**config.mk**
```make
export PLATFORM = sky130hd
export DESIGN_NAME = fau_unit
export DESIGN_NICKNAME = d
export VERILOG_FILES = /design/src/verilog/fau_pkg.sv /design/src/verilog/fau_unit.sv /design/src/verilog/fau_round.sv
export SDC_FILE = /design/constraint.sdc
export NUM_CORES = 1
export LEC_CHECK = 0
export ABC_AREA = 1
export BUFFER_PORTS_ARGS = -buffer_cell sky130_fd_sc_hd__buf_2
export CORE_ASPECT_RATIO = 1.4
export CORE_MARGIN = 5
export CORE_UTILIZATION = 50
export CTS_CLUSTER_SIZE = 40
export DETAILED_ROUTE_END_ITERATION = 10
export PLACE_DENSITY = 0.78
export SLEW_MARGIN = 20
export SYNTH_ARGS = -nofsm -noshare
export SYNTH_HDL_FRONTEND = slang
export SYNTH_SLANG_ARGS = --single-unit
```
**constraint.sdc**
```tcl
create_clock -name clock -period 14.58 [get_ports clock]
set_input_delay 2.916 -clock clock [delete_from_list [all_inputs] [get_ports clock]]
set_output_delay 2.916 -clock clock [all_outputs]
set_load 0.02 [all_outputs]
```
**src/verilog/fau_pkg.sv**
```systemverilog
`default_nettype none
package fau_pkg;
    // Operation codes seen on the issue slot
    localparam logic [7:0] OPC_ADD = 8'h16;
    localparam logic [7:0] OPC_ADD_PROBE = 8'h70;
    localparam logic [7:0] OPC_ABS = 8'h73;
    localparam logic [7:0] OPC_ABS_PROBE = 8'h74;
    localparam int LATENCY = 3;
    localparam int DEST_W = 7;
    localparam int FLAG_W = 7;
    // Exception vector bit positions
    localparam int FLG_DIV_ZERO = 0;
    localparam int FLG_INEXACT = 1;
    localparam int FLG_UNDER = 2;
    localparam int FLG_OVER = 3;
    localparam int FLG_BAD_OP = 4;
    localparam int FLG_IN_FLUSH = 5;
    localparam int FLG_OUT_FLUSH = 6;
    localparam logic [FLAG_W-1:0] FLAGS_RESET = 7'h00;
    // Rounding mode encoding
    localparam logic [1:0] RM_NEAR = 2'h0;
    localparam logic [1:0] RM_ZERO = 2'h1;
    localparam logic [1:0] RM_UP = 2'h2;
    localparam logic [1:0] RM_DOWN = 2'h3;
    localparam logic [31:0] QUIET_NAN = 32'hffff_ffff;
    localparam logic [31:0] POS_INF = 32'h7f80_0000;
    localparam logic [31:0] MAX_FINITE = 32'h7f7f_ffff;
    localparam logic [7:0] EXP_ONES = 8'hff;
    localparam logic [7:0] EXP_ZERO = 8'h00;
    localparam logic [7:0] ALIGN_LIMIT = 8'h1b;
    localparam logic [9:0] EXP_OVF_LIMIT = 10'h0ff;
endpackage
`default_nettype wire

```
**src/verilog/fau_unit.sv**
```systemverilog
// Notes on behaviour
// - Magnitude operation returns absolute value of its source three cycles after issue.
// - Operands and results are IEEE single-precision words in 32-bit registers.
// - Magnitude of a denormal source yields zero and raises input-flush flag.
// - Exceptions from magnitude operation set matching status-word flags.
// - Signalling NaN gives all-ones quiet NaN plus invalid; quiet NaN raises nothing.
// - Status flags are sticky; only an explicit status write or srst clears them.
// - Flag update lands in the same cycle as the destination write.
// - Simultaneous flag sets OR together with the existing flag value, or with the written value during a status write.
// - Guard least significant bit alone decides the destination write; one writes.
// - False guard on computing operation leaves destination and flags untouched.
// - Magnitude probe writes the flag vector magnitude would produce, latency three.
// - Vector bits: zero-divide, inexact, underflow, overflow, invalid, input-flush, output-flush.
// - Probe operations never modify status-word flags.
// - Magnitude probe sets input-flush bit for a denormal source.
// - Add operation returns the single-precision sum three cycles after issue.
// - Add rounds using the rounding_mode input sampled at issue, not the status word.
// - Denormal add sources become zero and raise input-flush flag.
// - Denormal add result becomes zero and raises output-flush flag.
// - Exceptions from add set the matching status-word flags.
// - Add overflow returns infinity, or the largest finite value for RM_ZERO, RM_UP on a negative or RM_DOWN on a positive sum, with overflow and inexact flags.
// - Add probe writes the add flag vector without touching flags, latency three.
`timescale 1ns/1ps
`default_nettype none
module fau_unit
    import fau_pkg::*;
(
    input wire logic clock,
    input wire logic srst,
    input wire logic issue_valid,
    input wire logic [7:0] issue_opcode,
    input wire logic [31:0] first_source_register,
    input wire logic [31:0] second_source_register,
    input wire logic issue_guard_given,
    input wire logic [31:0] issue_guard_word,
    input wire logic [DEST_W-1:0] issue_dest,
    input wire logic [1:0] rounding_mode,
    input wire logic psw_write,
    input wire logic [FLAG_W-1:0] psw_write_flags,
    input wire logic other_flag_valid,
    input wire logic [FLAG_W-1:0] other_flag_set,
    output logic wb_valid,
    output logic [DEST_W-1:0] wb_dest,
    output logic [31:0] wb_data,
    output logic [FLAG_W-1:0] program_status_word
);
    // Stage 1: operands captured at issue
    logic s1_valid_q, s1_valid_d;
    logic s1_add_q, s1_add_d;
    logic s1_probe_q, s1_probe_d;
    logic s1_we_q, s1_we_d;
    logic [31:0] s1_a_q, s1_a_d;
    logic [31:0] s1_b_q, s1_b_d;
    logic [1:0] s1_rm_q, s1_rm_d;
    logic [DEST_W-1:0] s1_dest_q, s1_dest_d;
    logic known_op;

    assign known_op = (issue_opcode == OPC_ADD) || (issue_opcode == OPC_ADD_PROBE)
        || (issue_opcode == OPC_ABS) || (issue_opcode == OPC_ABS_PROBE);

    always_comb begin
        s1_valid_d = issue_valid && known_op;
        s1_add_d = (issue_opcode == OPC_ADD) || (issue_opcode == OPC_ADD_PROBE);
        s1_probe_d = (issue_opcode == OPC_ADD_PROBE) || (issue_opcode == OPC_ABS_PROBE);
        s1_we_d = !issue_guard_given || issue_guard_word[0];
        s1_a_d = first_source_register;
        s1_b_d = second_source_register;
        // Mode is sampled at issue so a later status write cannot change an op in flight
        s1_rm_d = rounding_mode;
        s1_dest_d = issue_dest;
    end

    always_ff @(posedge clock) begin
        if (srst) begin
            s1_valid_q <= 1'b0;
            s1_add_q <= 1'b0;
            s1_probe_q <= 1'b0;
            s1_we_q <= 1'b0;
            s1_a_q <= 32'h0000_0000;
            s1_b_q <= 32'h0000_0000;
            s1_rm_q <= RM_NEAR;
            s1_dest_q <= '0;
        end else begin
            s1_valid_q <= s1_valid_d;
            s1_add_q <= s1_add_d;
            s1_probe_q <= s1_probe_d;
            s1_we_q <= s1_we_d;
            s1_a_q <= s1_a_d;
            s1_b_q <= s1_b_d;
            s1_rm_q <= s1_rm_d;
            s1_dest_q <= s1_dest_d;
        end
    end

    // Operand classification, one copy per source
    logic [31:0] src [2];
    logic [31:0] flushed [2];
    logic [1:0] is_den, is_nan, is_snan, is_inf;

    assign src[0] = s1_a_q;
    assign src[1] = s1_b_q;

    genvar gi;
    for (gi = 0; gi < 2; gi++) begin : g_cls
        assign is_den[gi] = src[gi][30:23] == EXP_ZERO && src[gi][22:0] != 23'h00_0000;
        assign is_nan[gi] = src[gi][30:23] == EXP_ONES && src[gi][22:0] != 23'h00_0000;
        assign is_snan[gi] = is_nan[gi] && !src[gi][22];
        assign is_inf[gi] = src[gi][30:23] == EXP_ONES && src[gi][22:0] == 23'h00_0000;
        assign flushed[gi] = is_den[gi] ? {src[gi][31], 31'h0000_0000} : src[gi];
    end

    function automatic logic [4:0] lead_zeros(input logic [26:0] v);
        logic [4:0] n;
        logic hit;
        n = 5'h00;
        hit = 1'b0;
        for (int k = 26; k >= 0; k--) begin
            if (!hit && v[k]) begin
                hit = 1'b1;
                n = 5'(26 - k);
            end
        end
        return n;
    endfunction

    // Add datapath: align, sum, normalise
    logic swap;
    logic [31:0] big, lesser;
    logic [7:0] exp_gap;
    logic [26:0] m_big, m_small, m_shift, m_lost;
    logic [27:0] sum;
    logic [4:0] lz;
    logic [26:0] norm_mant;
    logic signed [9:0] norm_exp;
    logic zero_sign;
    logic [31:0] rnd_word;
    logic rnd_over, rnd_under, rnd_inexact, rnd_flush;

    always_comb begin
        swap = flushed[1][30:0] > flushed[0][30:0];
        big = swap ? flushed[1] : flushed[0];
        lesser = swap ? flushed[0] : flushed[1];
        exp_gap = big[30:23] - lesser[30:23];
        m_big = {big[30:23] != EXP_ZERO, big[22:0], 3'h0};
        m_small = {lesser[30:23] != EXP_ZERO, lesser[22:0], 3'h0};
        if (exp_gap >= ALIGN_LIMIT) begin
            m_shift = 27'h000_0000;
            m_lost = m_small;
        end else begin
            m_shift = m_small >> exp_gap;
            m_lost = m_small & ((27'h000_0001 << exp_gap) - 27'h000_0001);
        end
        m_shift[0] = m_shift[0] | (|m_lost);
        if (big[31] ^ lesser[31]) begin
            sum = {1'b0, m_big} - {1'b0, m_shift};
        end else begin
            sum = {1'b0, m_big} + {1'b0, m_shift};
        end
        lz = lead_zeros(sum[26:0]);
        if (sum[27]) begin
            norm_mant = {sum[27:2], sum[1] | sum[0]};
            norm_exp = $signed({2'b00, big[30:23]}) + 10'sh001;
        end else begin
            norm_mant = sum[26:0] << lz;
            norm_exp = $signed({2'b00, big[30:23]}) - $signed({5'h00, lz});
        end
        // Exact zero: positive unless both negative, or signs differ and rounding toward minus
        zero_sign = (big[31] & lesser[31]) | ((big[31] ^ lesser[31]) & (s1_rm_q == RM_DOWN));
    end

    fau_round u_round (
        .sign(big[31]),
        .exponent(norm_exp),
        .mant(norm_mant),
        .rounding_mode(s1_rm_q),
        .word(rnd_word),
        .overflow(rnd_over),
        .underflow(rnd_under),
        .inexact(rnd_inexact),
        .out_flush(rnd_flush)
    );

    // Stage 2: result word and exception vector
    logic s2_valid_q, s2_valid_d;
    logic s2_probe_q, s2_probe_d;
    logic s2_we_q, s2_we_d;
    logic [DEST_W-1:0] s2_dest_q, s2_dest_d;
    logic [31:0] s2_res_q, s2_res_d;
    logic [FLAG_W-1:0] s2_vec_q, s2_vec_d;

    always_comb begin
        s2_valid_d = s1_valid_q;
        s2_probe_d = s1_probe_q;
        s2_we_d = s1_we_q;
        s2_dest_d = s1_dest_q;
        s2_vec_d = FLAGS_RESET;
        s2_res_d = 32'h0000_0000;
        if (!s1_add_q) begin
            s2_vec_d[FLG_IN_FLUSH] = is_den[0];
            if (is_nan[0]) begin
                s2_res_d = QUIET_NAN;
                s2_vec_d[FLG_BAD_OP] = is_snan[0];
            end else begin
                s2_res_d = {1'b0, flushed[0][30:0]};
            end
        end else begin
            s2_vec_d[FLG_IN_FLUSH] = |is_den;
            if (|is_nan) begin
                s2_res_d = QUIET_NAN;
                s2_vec_d[FLG_BAD_OP] = |is_snan;
            end else if (&is_inf && (s1_a_q[31] ^ s1_b_q[31])) begin
                s2_res_d = QUIET_NAN;
                s2_vec_d[FLG_BAD_OP] = 1'b1;
            end else if (is_inf[0]) begin
                s2_res_d = s1_a_q;
            end else if (is_inf[1]) begin
                s2_res_d = s1_b_q;
            end else if (sum == 28'h000_0000) begin
                s2_res_d = {zero_sign, 31'h0000_0000};
            end else begin
                s2_res_d = rnd_word;
                s2_vec_d[FLG_OVER] = rnd_over;
                s2_vec_d[FLG_UNDER] = rnd_under;
                s2_vec_d[FLG_INEXACT] = rnd_inexact;
                s2_vec_d[FLG_OUT_FLUSH] = rnd_flush;
            end
        end
        // Probe forms return the vector, zero-extended, instead of the value
        if (s1_probe_q) begin
            s2_res_d = {25'h000_0000, s2_vec_d};
        end
    end

    always_ff @(posedge clock) begin
        if (srst) begin
            s2_valid_q <= 1'b0;
            s2_probe_q <= 1'b0;
            s2_we_q <= 1'b0;
            s2_dest_q <= '0;
            s2_res_q <= 32'h0000_0000;
            s2_vec_q <= FLAGS_RESET;
        end else begin
            s2_valid_q <= s2_valid_d;
            s2_probe_q <= s2_probe_d;
            s2_we_q <= s2_we_d;
            s2_dest_q <= s2_dest_d;
            s2_res_q <= s2_res_d;
            s2_vec_q <= s2_vec_d;
        end
    end

    // Stage 3: write-back and sticky flags, loaded on the same edge
    logic wb_valid_q, wb_valid_d;
    logic [DEST_W-1:0] wb_dest_q, wb_dest_d;
    logic [31:0] wb_data_q, wb_data_d;
    logic [FLAG_W-1:0] flags_q, flags_d;
    logic [FLAG_W-1:0] own_set;
    logic commit;

    always_comb begin
        commit = s2_valid_q && s2_we_q;
        wb_valid_d = commit;
        wb_dest_d = commit ? s2_dest_q : wb_dest_q;
        wb_data_d = commit ? s2_res_q : wb_data_q;
        own_set = (commit && !s2_probe_q) ? s2_vec_q : FLAGS_RESET;
        // A set arriving with a status write survives the clear
        flags_d = (psw_write ? psw_write_flags : flags_q)
            | own_set
            | (other_flag_valid ? other_flag_set : FLAGS_RESET);
    end

    always_ff @(posedge clock) begin
        if (srst) begin
            wb_valid_q <= 1'b0;
            wb_dest_q <= '0;
            wb_data_q <= 32'h0000_0000;
            flags_q <= FLAGS_RESET;
        end else begin
            wb_valid_q <= wb_valid_d;
            wb_dest_q <= wb_dest_d;
            wb_data_q <= wb_data_d;
            flags_q <= flags_d;
        end
    end

    assign wb_valid = wb_valid_q;
    assign wb_dest = wb_dest_q;
    assign wb_data = wb_data_q;
    assign program_status_word = flags_q;
endmodule
`default_nettype wire

```
**src/verilog/fau_round.sv**
```systemverilog
`timescale 1ns/1ps
`default_nettype none
module fau_round
    import fau_pkg::*;
(
    input wire logic sign,
    input wire logic signed [9:0] exponent,
    input wire logic [26:0] mant,
    input wire logic [1:0] rounding_mode,
    output logic [31:0] word,
    output logic overflow,
    output logic underflow,
    output logic inexact,
    output logic out_flush
);
    logic lost;
    logic bump;
    logic [24:0] rounded;
    logic signed [9:0] exp_r;
    logic to_max;

    always_comb begin
        lost = |mant[2:0];
        bump = 1'b0;
        case (rounding_mode)
            RM_NEAR: bump = mant[2] & (mant[1] | mant[0] | mant[3]);
            RM_ZERO: bump = 1'b0;
            RM_UP: bump = ~sign & lost;
            RM_DOWN: bump = sign & lost;
            default: bump = 1'b0;
        endcase
        rounded = {1'b0, mant[26:3]} + {24'h00_0000, bump};
        exp_r = exponent + {9'h000, rounded[24]};
        to_max = (rounding_mode == RM_ZERO) || (rounding_mode == RM_UP && sign)
            || (rounding_mode == RM_DOWN && !sign);
        word = {sign, exp_r[7:0], rounded[24] ? 23'h00_0000 : rounded[22:0]};
        overflow = 1'b0;
        underflow = 1'b0;
        inexact = lost;
        out_flush = 1'b0;
        // Flush is decided before rounding: a tiny result never rounds up into range
        if (exponent < 10'sh001) begin
            word = {sign, 31'h0000_0000};
            underflow = 1'b1;
            inexact = 1'b1;
            out_flush = 1'b1;
        end else if (exp_r >= $signed(EXP_OVF_LIMIT)) begin
            word = to_max ? {sign, MAX_FINITE[30:0]} : {sign, POS_INF[30:0]};
            overflow = 1'b1;
            inexact = 1'b1;
        end
    end
endmodule
`default_nettype wire

```
Yosys cells after proc, flatten, opt, wreduce, memory -nomap -nowiden
Cells that the tools add are included.
{"block": "totals", "output_inout_bits": 47, "reg_bits": 173, "word_cells": 253, "in_bits": 133}
{"block": "classes", "order_cmp": 4, "bitwise_logic": 16, "n_mux": 98, "n_eq_ne": 9, "n_reduce_logical": 95, "addsub": 8, "shifts": 3}
{"op": "$mux W32", "n": 9}
{"op": "$mux W5", "n": 25}
{"op": "$mux W31", "n": 4}
{"op": "$mux W27", "n": 3}
{"op": "$logic_not A23 Y1", "n": 2}
{"op": "$reduce_bool A23 Y1", "n": 2}
{"op": "$mux W1", "n": 41}
{"op": "$logic_and A1 B1 Y1", "n": 40}
{"op": "$gt A31 B31 Y1", "n": 1}
{"op": "$logic_not A1 Y1", "n": 31}
{"op": "$add A27 B27 Y28", "n": 1}
{"op": "$logic_not A28 Y1", "n": 1}
{"op": "$mux W28", "n": 1}
{"op": "$mux W7", "n": 4}
{"op": "$sub A27 B27 Y28", "n": 1}
{"op": "$and A27 B27 Y27", "n": 1}
{"op": "$reduce_or A27 Y1", "n": 1}
{"op": "$shl A1 B8 Y27 const A", "n": 1}
{"op": "$shl A27 B5 Y27", "n": 1}
{"op": "$shr A27 B8 Y27", "n": 1}
{"op": "$sub A27 B1 Y27 const B", "n": 1}
{"op": "$add A24 B1 Y25", "n": 1}
{"op": "$eq A8 B7 Y1 const B", "n": 3}
{"op": "$mux W24", "n": 1}
{"op": "other kinds (28)", "n": 56}

Longest topological paths before layout
{"block": "logic_depth", "depth_word": 111, "mapped_depth": 121, "mapped_depth_nobuf": 119}

By module
A second synthesis with hierarchy kept.
{"block": "unflattened", "hier_cells": 2930, "hier_area_um2": 17031.3}
{"module": "fau_unit", "area_each_um2": 15574.9, "n_inst": 1, "cells_per_inst": 2639}
{"module": "fau_round", "area_each_um2": 1456.4, "n_inst": 1, "cells_per_inst": 291}

Worst setup path after synthesis
OpenSTA, ideal clock, no wires.
{"block": "synth_path", "path_type": "reg2reg", "start": "reg s1_a_q[19]", "end": "reg s2_res_q[8]", "required_time_ns": 14.500, "arrival_ns": 12.665, "path_stages_with_launch": 111, "synth_period_minus_slack_ns": 12.744, "slack_ns": 1.836, "setup_ns": 0.080, "path_cell_list": "dfxtp_1 -> inv_1 -> nand2_1 -> nor4_1 -> nand3_1 -> nand2_1 -> clkinv_1 -> clkbuf_1 -> nor2_1 -> inv_1 -> ha_1 -> nand2_1 -> nor2_1 -> inv_1 -> nor2_1 -> nand2_1 -> nand2_1 -> nand2_1 -> [75 not listed] -> nand3_1 -> nor3_1 -> ha_1 -> nand2_1 -> nor2_1 -> nand3_1 -> nor3_1 -> inv_1 -> o21ai_0 -> nand3_1 -> nand2_1 -> inv_1 -> nand3b_1 -> nand3_1 -> inv_1 -> buf_1 -> o21ai_0 -> a22oi_1"}
{"block": "synth_between", "elab_chain_cells": 110, "elab_cells_between_ends": 167}
{"element": "start, declared", "line_no": "fau_unit.sv:52", "source": "logic [31:0] s1_a_q, s1_a_d;"}
{"element": "start signal, assigned", "line_no": "fau_unit.sv:79", "source": "s1_a_q <= 32'h0000_0000;"}
{"element": "start signal, assigned", "line_no": "fau_unit.sv:88", "source": "s1_a_q <= s1_a_d;"}
{"element": "$reduce_bool A23 Y1", "line_no": "fau_unit.sv:105, fau_unit.sv:106"}
{"element": "$logic_and A1 B1 Y1", "line_no": "fau_unit.sv:105", "source": "assign is_den[gi] = src[gi][30:23] == EXP_ZERO && src[gi][22:0] != 23'h00_0000;"}
{"element": "$mux W31", "line_no": "fau_unit.sv:109", "source": "assign flushed[gi] = is_den[gi] ? {src[gi][31], 31'h0000_0000} : src[gi];"}
{"element": "$gt A31 B31 Y1", "line_no": "fau_unit.sv:140", "source": "swap = flushed[1][30:0] > flushed[0][30:0];"}
{"element": "$mux W32, on equally long branches", "line_no": "fau_unit.sv:141, fau_unit.sv:142"}
{"element": "$sub A8 B8 Y8", "line_no": "fau_unit.sv:143", "source": "exp_gap = big[30:23] - lesser[30:23];"}
{"element": "$shl A1 B8 Y27", "line_no": "fau_unit.sv:151", "source": "m_lost = m_small & ((27'h000_0001 << exp_gap) - 27'h000_0001);"}
{"element": "$sub A27 B1 Y27", "line_no": "fau_unit.sv:151"}
{"element": "[94 not listed]"}
{"element": "$mux W31", "line_no": "fau_round.sv:47", "source": "end else if (exp_r >= $signed(EXP_OVF_LIMIT)) begin"}
{"element": "$mux W31", "line_no": "fau_round.sv:42", "source": "if (exponent < 10'sh001) begin"}
{"element": "$mux W32", "line_no": "fau_unit.sv:218", "source": "end else if (sum == 28'h000_0000) begin"}
{"element": "$mux W32", "line_no": "fau_unit.sv:216", "source": "end else if (is_inf[1]) begin"}
{"element": "$mux W32", "line_no": "fau_unit.sv:214", "source": "end else if (is_inf[0]) begin"}
{"element": "$mux W32", "line_no": "fau_unit.sv:211", "source": "end else if (&is_inf && (s1_a_q[31] ^ s1_b_q[31])) begin"}
{"element": "$mux W32", "line_no": "fau_unit.sv:208", "source": "if (|is_nan) begin"}
{"element": "$mux W32 (*)", "line_no": "fau_unit.sv:198", "source": "if (!s1_add_q) begin"}
{"element": "end signal, assigned", "line_no": "fau_unit.sv:247", "source": "s2_res_q <= s2_res_d;"}
{"element": "end, declared", "line_no": "fau_unit.sv:188", "source": "logic [31:0] s2_res_q, s2_res_d;"}
Mark *: on every way between the ends. The rest lies on a longest branch, timed or not.
A chain may end at the register's enable or synchronous reset.

Worst setup path after layout
{"block": "layout_path", "start": "reg s1_a_q[0]", "end": "reg s2_res_q[15]"}
The elaborated chain is that of the path after synthesis.

==> summary.md <==
The flow ran to the end, and the final reports show no timing, DRC or antenna violations. For the count of vias placed by the detailed router, the log shows 21410. The transition at the pin with the smallest max-transition slack was 1.129 ns; the number of iterations in the first detailed-routing pass was 7. The kind of cell with the highest combined delay along the critical path is simple AND/OR/NAND/NOR gates.

The dominant cell type by count on the critical path is sky130_fd_sc_hd__nand2_1. The tools report the worst setup path startpoint as s1_a_q[0]$_SDFF_PP0_. In this run the worst path has a maximum fanout of 12. Terminus of the critical flop-to-flop path: s2_res_q[15]$_SDFF_PP0_. The number of nets in the synthesized netlist is 3209. The HPWL after detailed placement was 54.24 mm; the width of the chip was 167.6 um.

After synthesis the cells add up to 17390 sq um. For this design, the CTS-stage hold fixing added 0 buffers. Clock-pin slew was measured on the worst setup and hold paths at 0.08 ns.

The first-pass GRT wire length was 102.0 mm; the number of failing hold endpoints at the final stage was 0. The logs give 19610 for the via count of the first global-routing pass and 68 for the distinct cell type count of the synthesized netlist. The cell with the biggest individual delay on the critical path is sky130_fd_sc_hd__ha_1.

The largest family of logic cells by synthesized area was simple AND/OR/NAND/NOR gates. The worst hold-check slack was 0.3955 ns. Counting flops with a built-in enable in the synthesized netlist gives 0. The tools report the top achievable clock speed as 70.66 MHz.

After detailed routing, the number of vias per cell comes to 5.706. Counting buffers and inverters, the worst setup path is 109 cells deep. For the non-filler instance count after layout, the log shows 3752. After synthesis, the cell types taking the most area are sky130_fd_sc_hd__dfxtp_1, sky130_fd_sc_hd__nand2_1, sky130_fd_sc_hd__nand3_1. For this block, the initial DRC count from the detailed router was 2078. After detailed routing, the number of remaining DRC violations is 0. The tools report the nature of the critical path endpoint as a flip-flop. The tools report the post-layout net count as 3516. At the worst endpoint, the required time is 14.93 ns. Dividing the final minimum period by the clock period gives 97.06%. The last weighted congestion value of the routability-driven placer is 1.070. For this run, the number of Yosys warnings is 0.

The total power density per cell area is 144.4 nW/um^2. The average instance in the mapped netlist occupies 5.835 sq um. The clock passes through at most 2 buffers. After synthesis the netlist holds a flip-flop and latch count of 171.

On the worst path, the slowest cell contributes a delay of 0.33 ns. In the final routed layout, each cell accounts on average for 18.55 um. After synthesis, the share of cell area in mux cells is 0%. Area inside the core boundary: 34230 sq um.

For the final routed database, the setup TNS stands at 0 ns. The cell area reported after detailed placement is 19510 sq um, and the final total power is 3.153 mW. The number of rows in the core area is 80, and the total congestion overflow is 0. The logs give 21830 sq um for the total non-filler cell area in the finished layout and 0.01740 ns for the clock skew. The most critical setup path has its endpoint at s2_res_q[15]$_SDFF_PP0_. For flop-to-flop paths, the worst setup slack is 0.43 ns. The critical path is of the reg -> reg type. Port buffering added 148 buffers. After synthesis, the largest area contributor takes up 19.69% of total cell area.

Sequential elements use 19.69% of the synthesized area. Pin placement for this block handled 180 I/O pins. The count of final max-slew check failures was 0; the adder-cell area share of the yosys netlist was 6.994%.

For this run, the leading register cell type out of synthesis is sky130_fd_sc_hd__dfxtp_1. OpenSTA, run right after detailed placement, puts the worst setup slack at -0.07828 ns. Setup repair after global routing could not meet its margin everywhere.

IR analysis of the VDD net gives a maximum drop of 0.09248 mV. Across the run, the number of max-cap violations was 0. The post-synthesis cell count is 2980. Of all flip-flops after synthesis, the portion carrying an async set or reset was 0%. The worst hold path class is reg -> reg.

The worst reg2reg path depth came out at 109. The cell total after placement was 3653; the tightest slew margin relative to the limit was 23.92%. The smallest setup slack after layout is 0.4283 ns, and the later-pin clock latency in the skew report is 0.43 ns. Initial antenna violation count: 1. Summing the areas of all and, or, nand and nor instances in the mapped netlist gives 43.70% of the synthesized area.

The final critical delay including setup and external delays works out to 14.15 ns. The starting density of the core is 50.80%, and the post-synthesis share of cell area spent on xor and xnor gates is 2.374%. The count of nets left with antenna violations once routing finished came out at 0. Summed over all cells, the static leakage comes to 11.05 nW.

The die height works out to 230.7 um. The top cell type by total area after synthesis was sky130_fd_sc_hd__dfxtp_1. For the number of setup violations in the final report, the log shows 0. For this run, the total global-route usage over all layers was measured as 32.60%. The complex-gate fraction of the synthesized area was 13.51%. In this run the number of H-tree levels came out at 4. TritonCTS built the clock tree. Entering global routing, the biggest net connects 72 pins. From synthesis to final layout, the design area changed by 25.54%. At the worst endpoint, the arrival time is 14.51 ns. In this run the critical register-to-register path is launched from s1_a_q[0]$_SDFF_PP0_. Buffer cell driving the clock tree root: sky130_fd_sc_hd__clkbuf_16. In the post-synthesis netlist, the cell with the most instances is sky130_fd_sc_hd__nand2_1. The tools report the area enclosed by the die boundary as 38660 sq um. After synthesis, the most frequently instantiated cells are sky130_fd_sc_hd__nand2_1, sky130_fd_sc_hd__nor2_1, sky130_fd_sc_hd__inv_1, sky130_fd_sc_hd__nand3_1, sky130_fd_sc_hd__dfxtp_1. Together, buffers and inverters on the worst path number 19.

The number of sinks driven by the clock tree was 171. Type of element launching the critical path: a flip-flop. Of the cells placed in the final design, the portion with a size suffix greater than 1 is 23.55%. The logs give 63.77% for the share of the core filled with cells in the final layout and 69.59 mm for the sum of routed wire length over all layers. TritonCTS created 17 clock buffers.
-- tightest hold or removal path: stages, from the launching register on --
cell,delay [ns]
sky130_fd_sc_hd__dfxtp_1,0.30
sky130_fd_sc_hd__inv_1,0.04
sky130_fd_sc_hd__nor2_1,0.03
-- routing by layer --
layer | up-vias | part of all wire, % | global-route usage (%)
li1 | 10300 | - | -
met1 | 9843 | 35 | 36.00
met2 | 1000 | 51 | 60.23
met3 | 269 | 6.2 | 3.029
met4 | 0 | 7.6 | 19.16
met5 | - | 0 | 0
-- repair_timing --
action,in CTS,in global routing
gates resized for setup,9,289
pin swaps,1,122
endpoints found under the setup margin,26,33
buffers inserted,1,56
gates cloned,1,8
-- logic make-up after synthesis --
group,count (synthesis)
and+or+nand+nor,1702
buffers and inverters,562
AOI/OAI and AO/OA,407
DFF,171
adders and majority gates,96
xor gates and xnor gates,42
-- worst min-delay path by stage --
stage,start,end,slack (ns),cells after the start
3_3_place_gp,s1_dest_q[3]$_SDFF_PP0_,s2_dest_q[3]$_SDFF_PP0_,0.39,2
4_1_cts,s1_valid_q$_SDFF_PP0_,s2_valid_q$_SDFF_PP0_,0.40,2
2_1_floorplan,s1_dest_q[0]$_SDFF_PP0_,s2_dest_q[0]$_SDFF_PP0_,0.39,2
3_5_place_dp,s1_dest_q[2]$_SDFF_PP0_,s2_dest_q[2]$_SDFF_PP0_,0.40,2
6_report,s1_valid_q$_SDFF_PP0_,s2_valid_q$_SDFF_PP0_,0.40,2
5_1_grt,s1_we_q$_SDFF_PP0_,s2_we_q$_SDFF_PP0_,0.41,2
-- where the power goes --
part / switching, mW / internal [mW]
Clock: 0.229 / 0.237
Sequential: 0.0103 / 0.484
Combinational: 1.40 / 0.789
Total: 1.64 / 1.51
-- flip-flops by register name, indices dropped and copies added, names as in the netlist, 2 cells and up --
name                 cells
s1_rm_q                  2
s2_vec_q                 5
s2_res_q                32
wb_dest                  7
s2_dest_q                7
s1_dest_q                7
program_status_word      7
s1_a_q                  32
s1_b_q                  32
wb_data                 32
-- placed cells by master, fill, tap and decap left out, types with 8 or more instances in the layout --
master / count
sky130_fd_sc_hd__a21oi_1: 102
sky130_fd_sc_hd__a21oi_2: 18
sky130_fd_sc_hd__buf_2: 147
sky130_fd_sc_hd__buf_4: 241
sky130_fd_sc_hd__buf_6: 9
sky130_fd_sc_hd__clkbuf_16: 20
sky130_fd_sc_hd__clkinv_1: 8
sky130_fd_sc_hd__clkinv_8: 8
sky130_fd_sc_hd__dfxtp_1: 170
sky130_fd_sc_hd__ha_1: 83
sky130_fd_sc_hd__ha_4: 10
sky130_fd_sc_hd__inv_1: 393
sky130_fd_sc_hd__inv_2: 26
sky130_fd_sc_hd__nand2_1: 639
sky130_fd_sc_hd__nand2_2: 69
sky130_fd_sc_hd__nand2_4: 19
sky130_fd_sc_hd__nand3_1: 318
sky130_fd_sc_hd__nand3_2: 37
sky130_fd_sc_hd__nand3_4: 10
sky130_fd_sc_hd__nand4_1: 84
sky130_fd_sc_hd__nor2_1: 392
sky130_fd_sc_hd__nor2_2: 43
sky130_fd_sc_hd__nor2_4: 22
sky130_fd_sc_hd__nor3_1: 22
sky130_fd_sc_hd__nor4_1: 15
sky130_fd_sc_hd__o21a_1: 10
sky130_fd_sc_hd__o21ai_0: 144
sky130_fd_sc_hd__o21ai_1: 28
sky130_fd_sc_hd__o21ai_2: 12
sky130_fd_sc_hd__xnor2_1: 11
sky130_fd_sc_hd__xor2_1: 26
-- final cells by class --
type / instances / area [sq um]
clock inverters: 15 / 209.0
clock buffers: 17 / 425.4
multi-input cells: 2249 / 12630
inverters: 436 / 1663
diodes: 1 / 2.502
repair buffers: 409 / 2892
fillers: 3215 / 12400
flip-flops and latches: 171 / 3425
repair inverters: 3 / 22.52
well taps: 451 / 564.3
No activity file was read; power rests on OpenSTA's default activity.
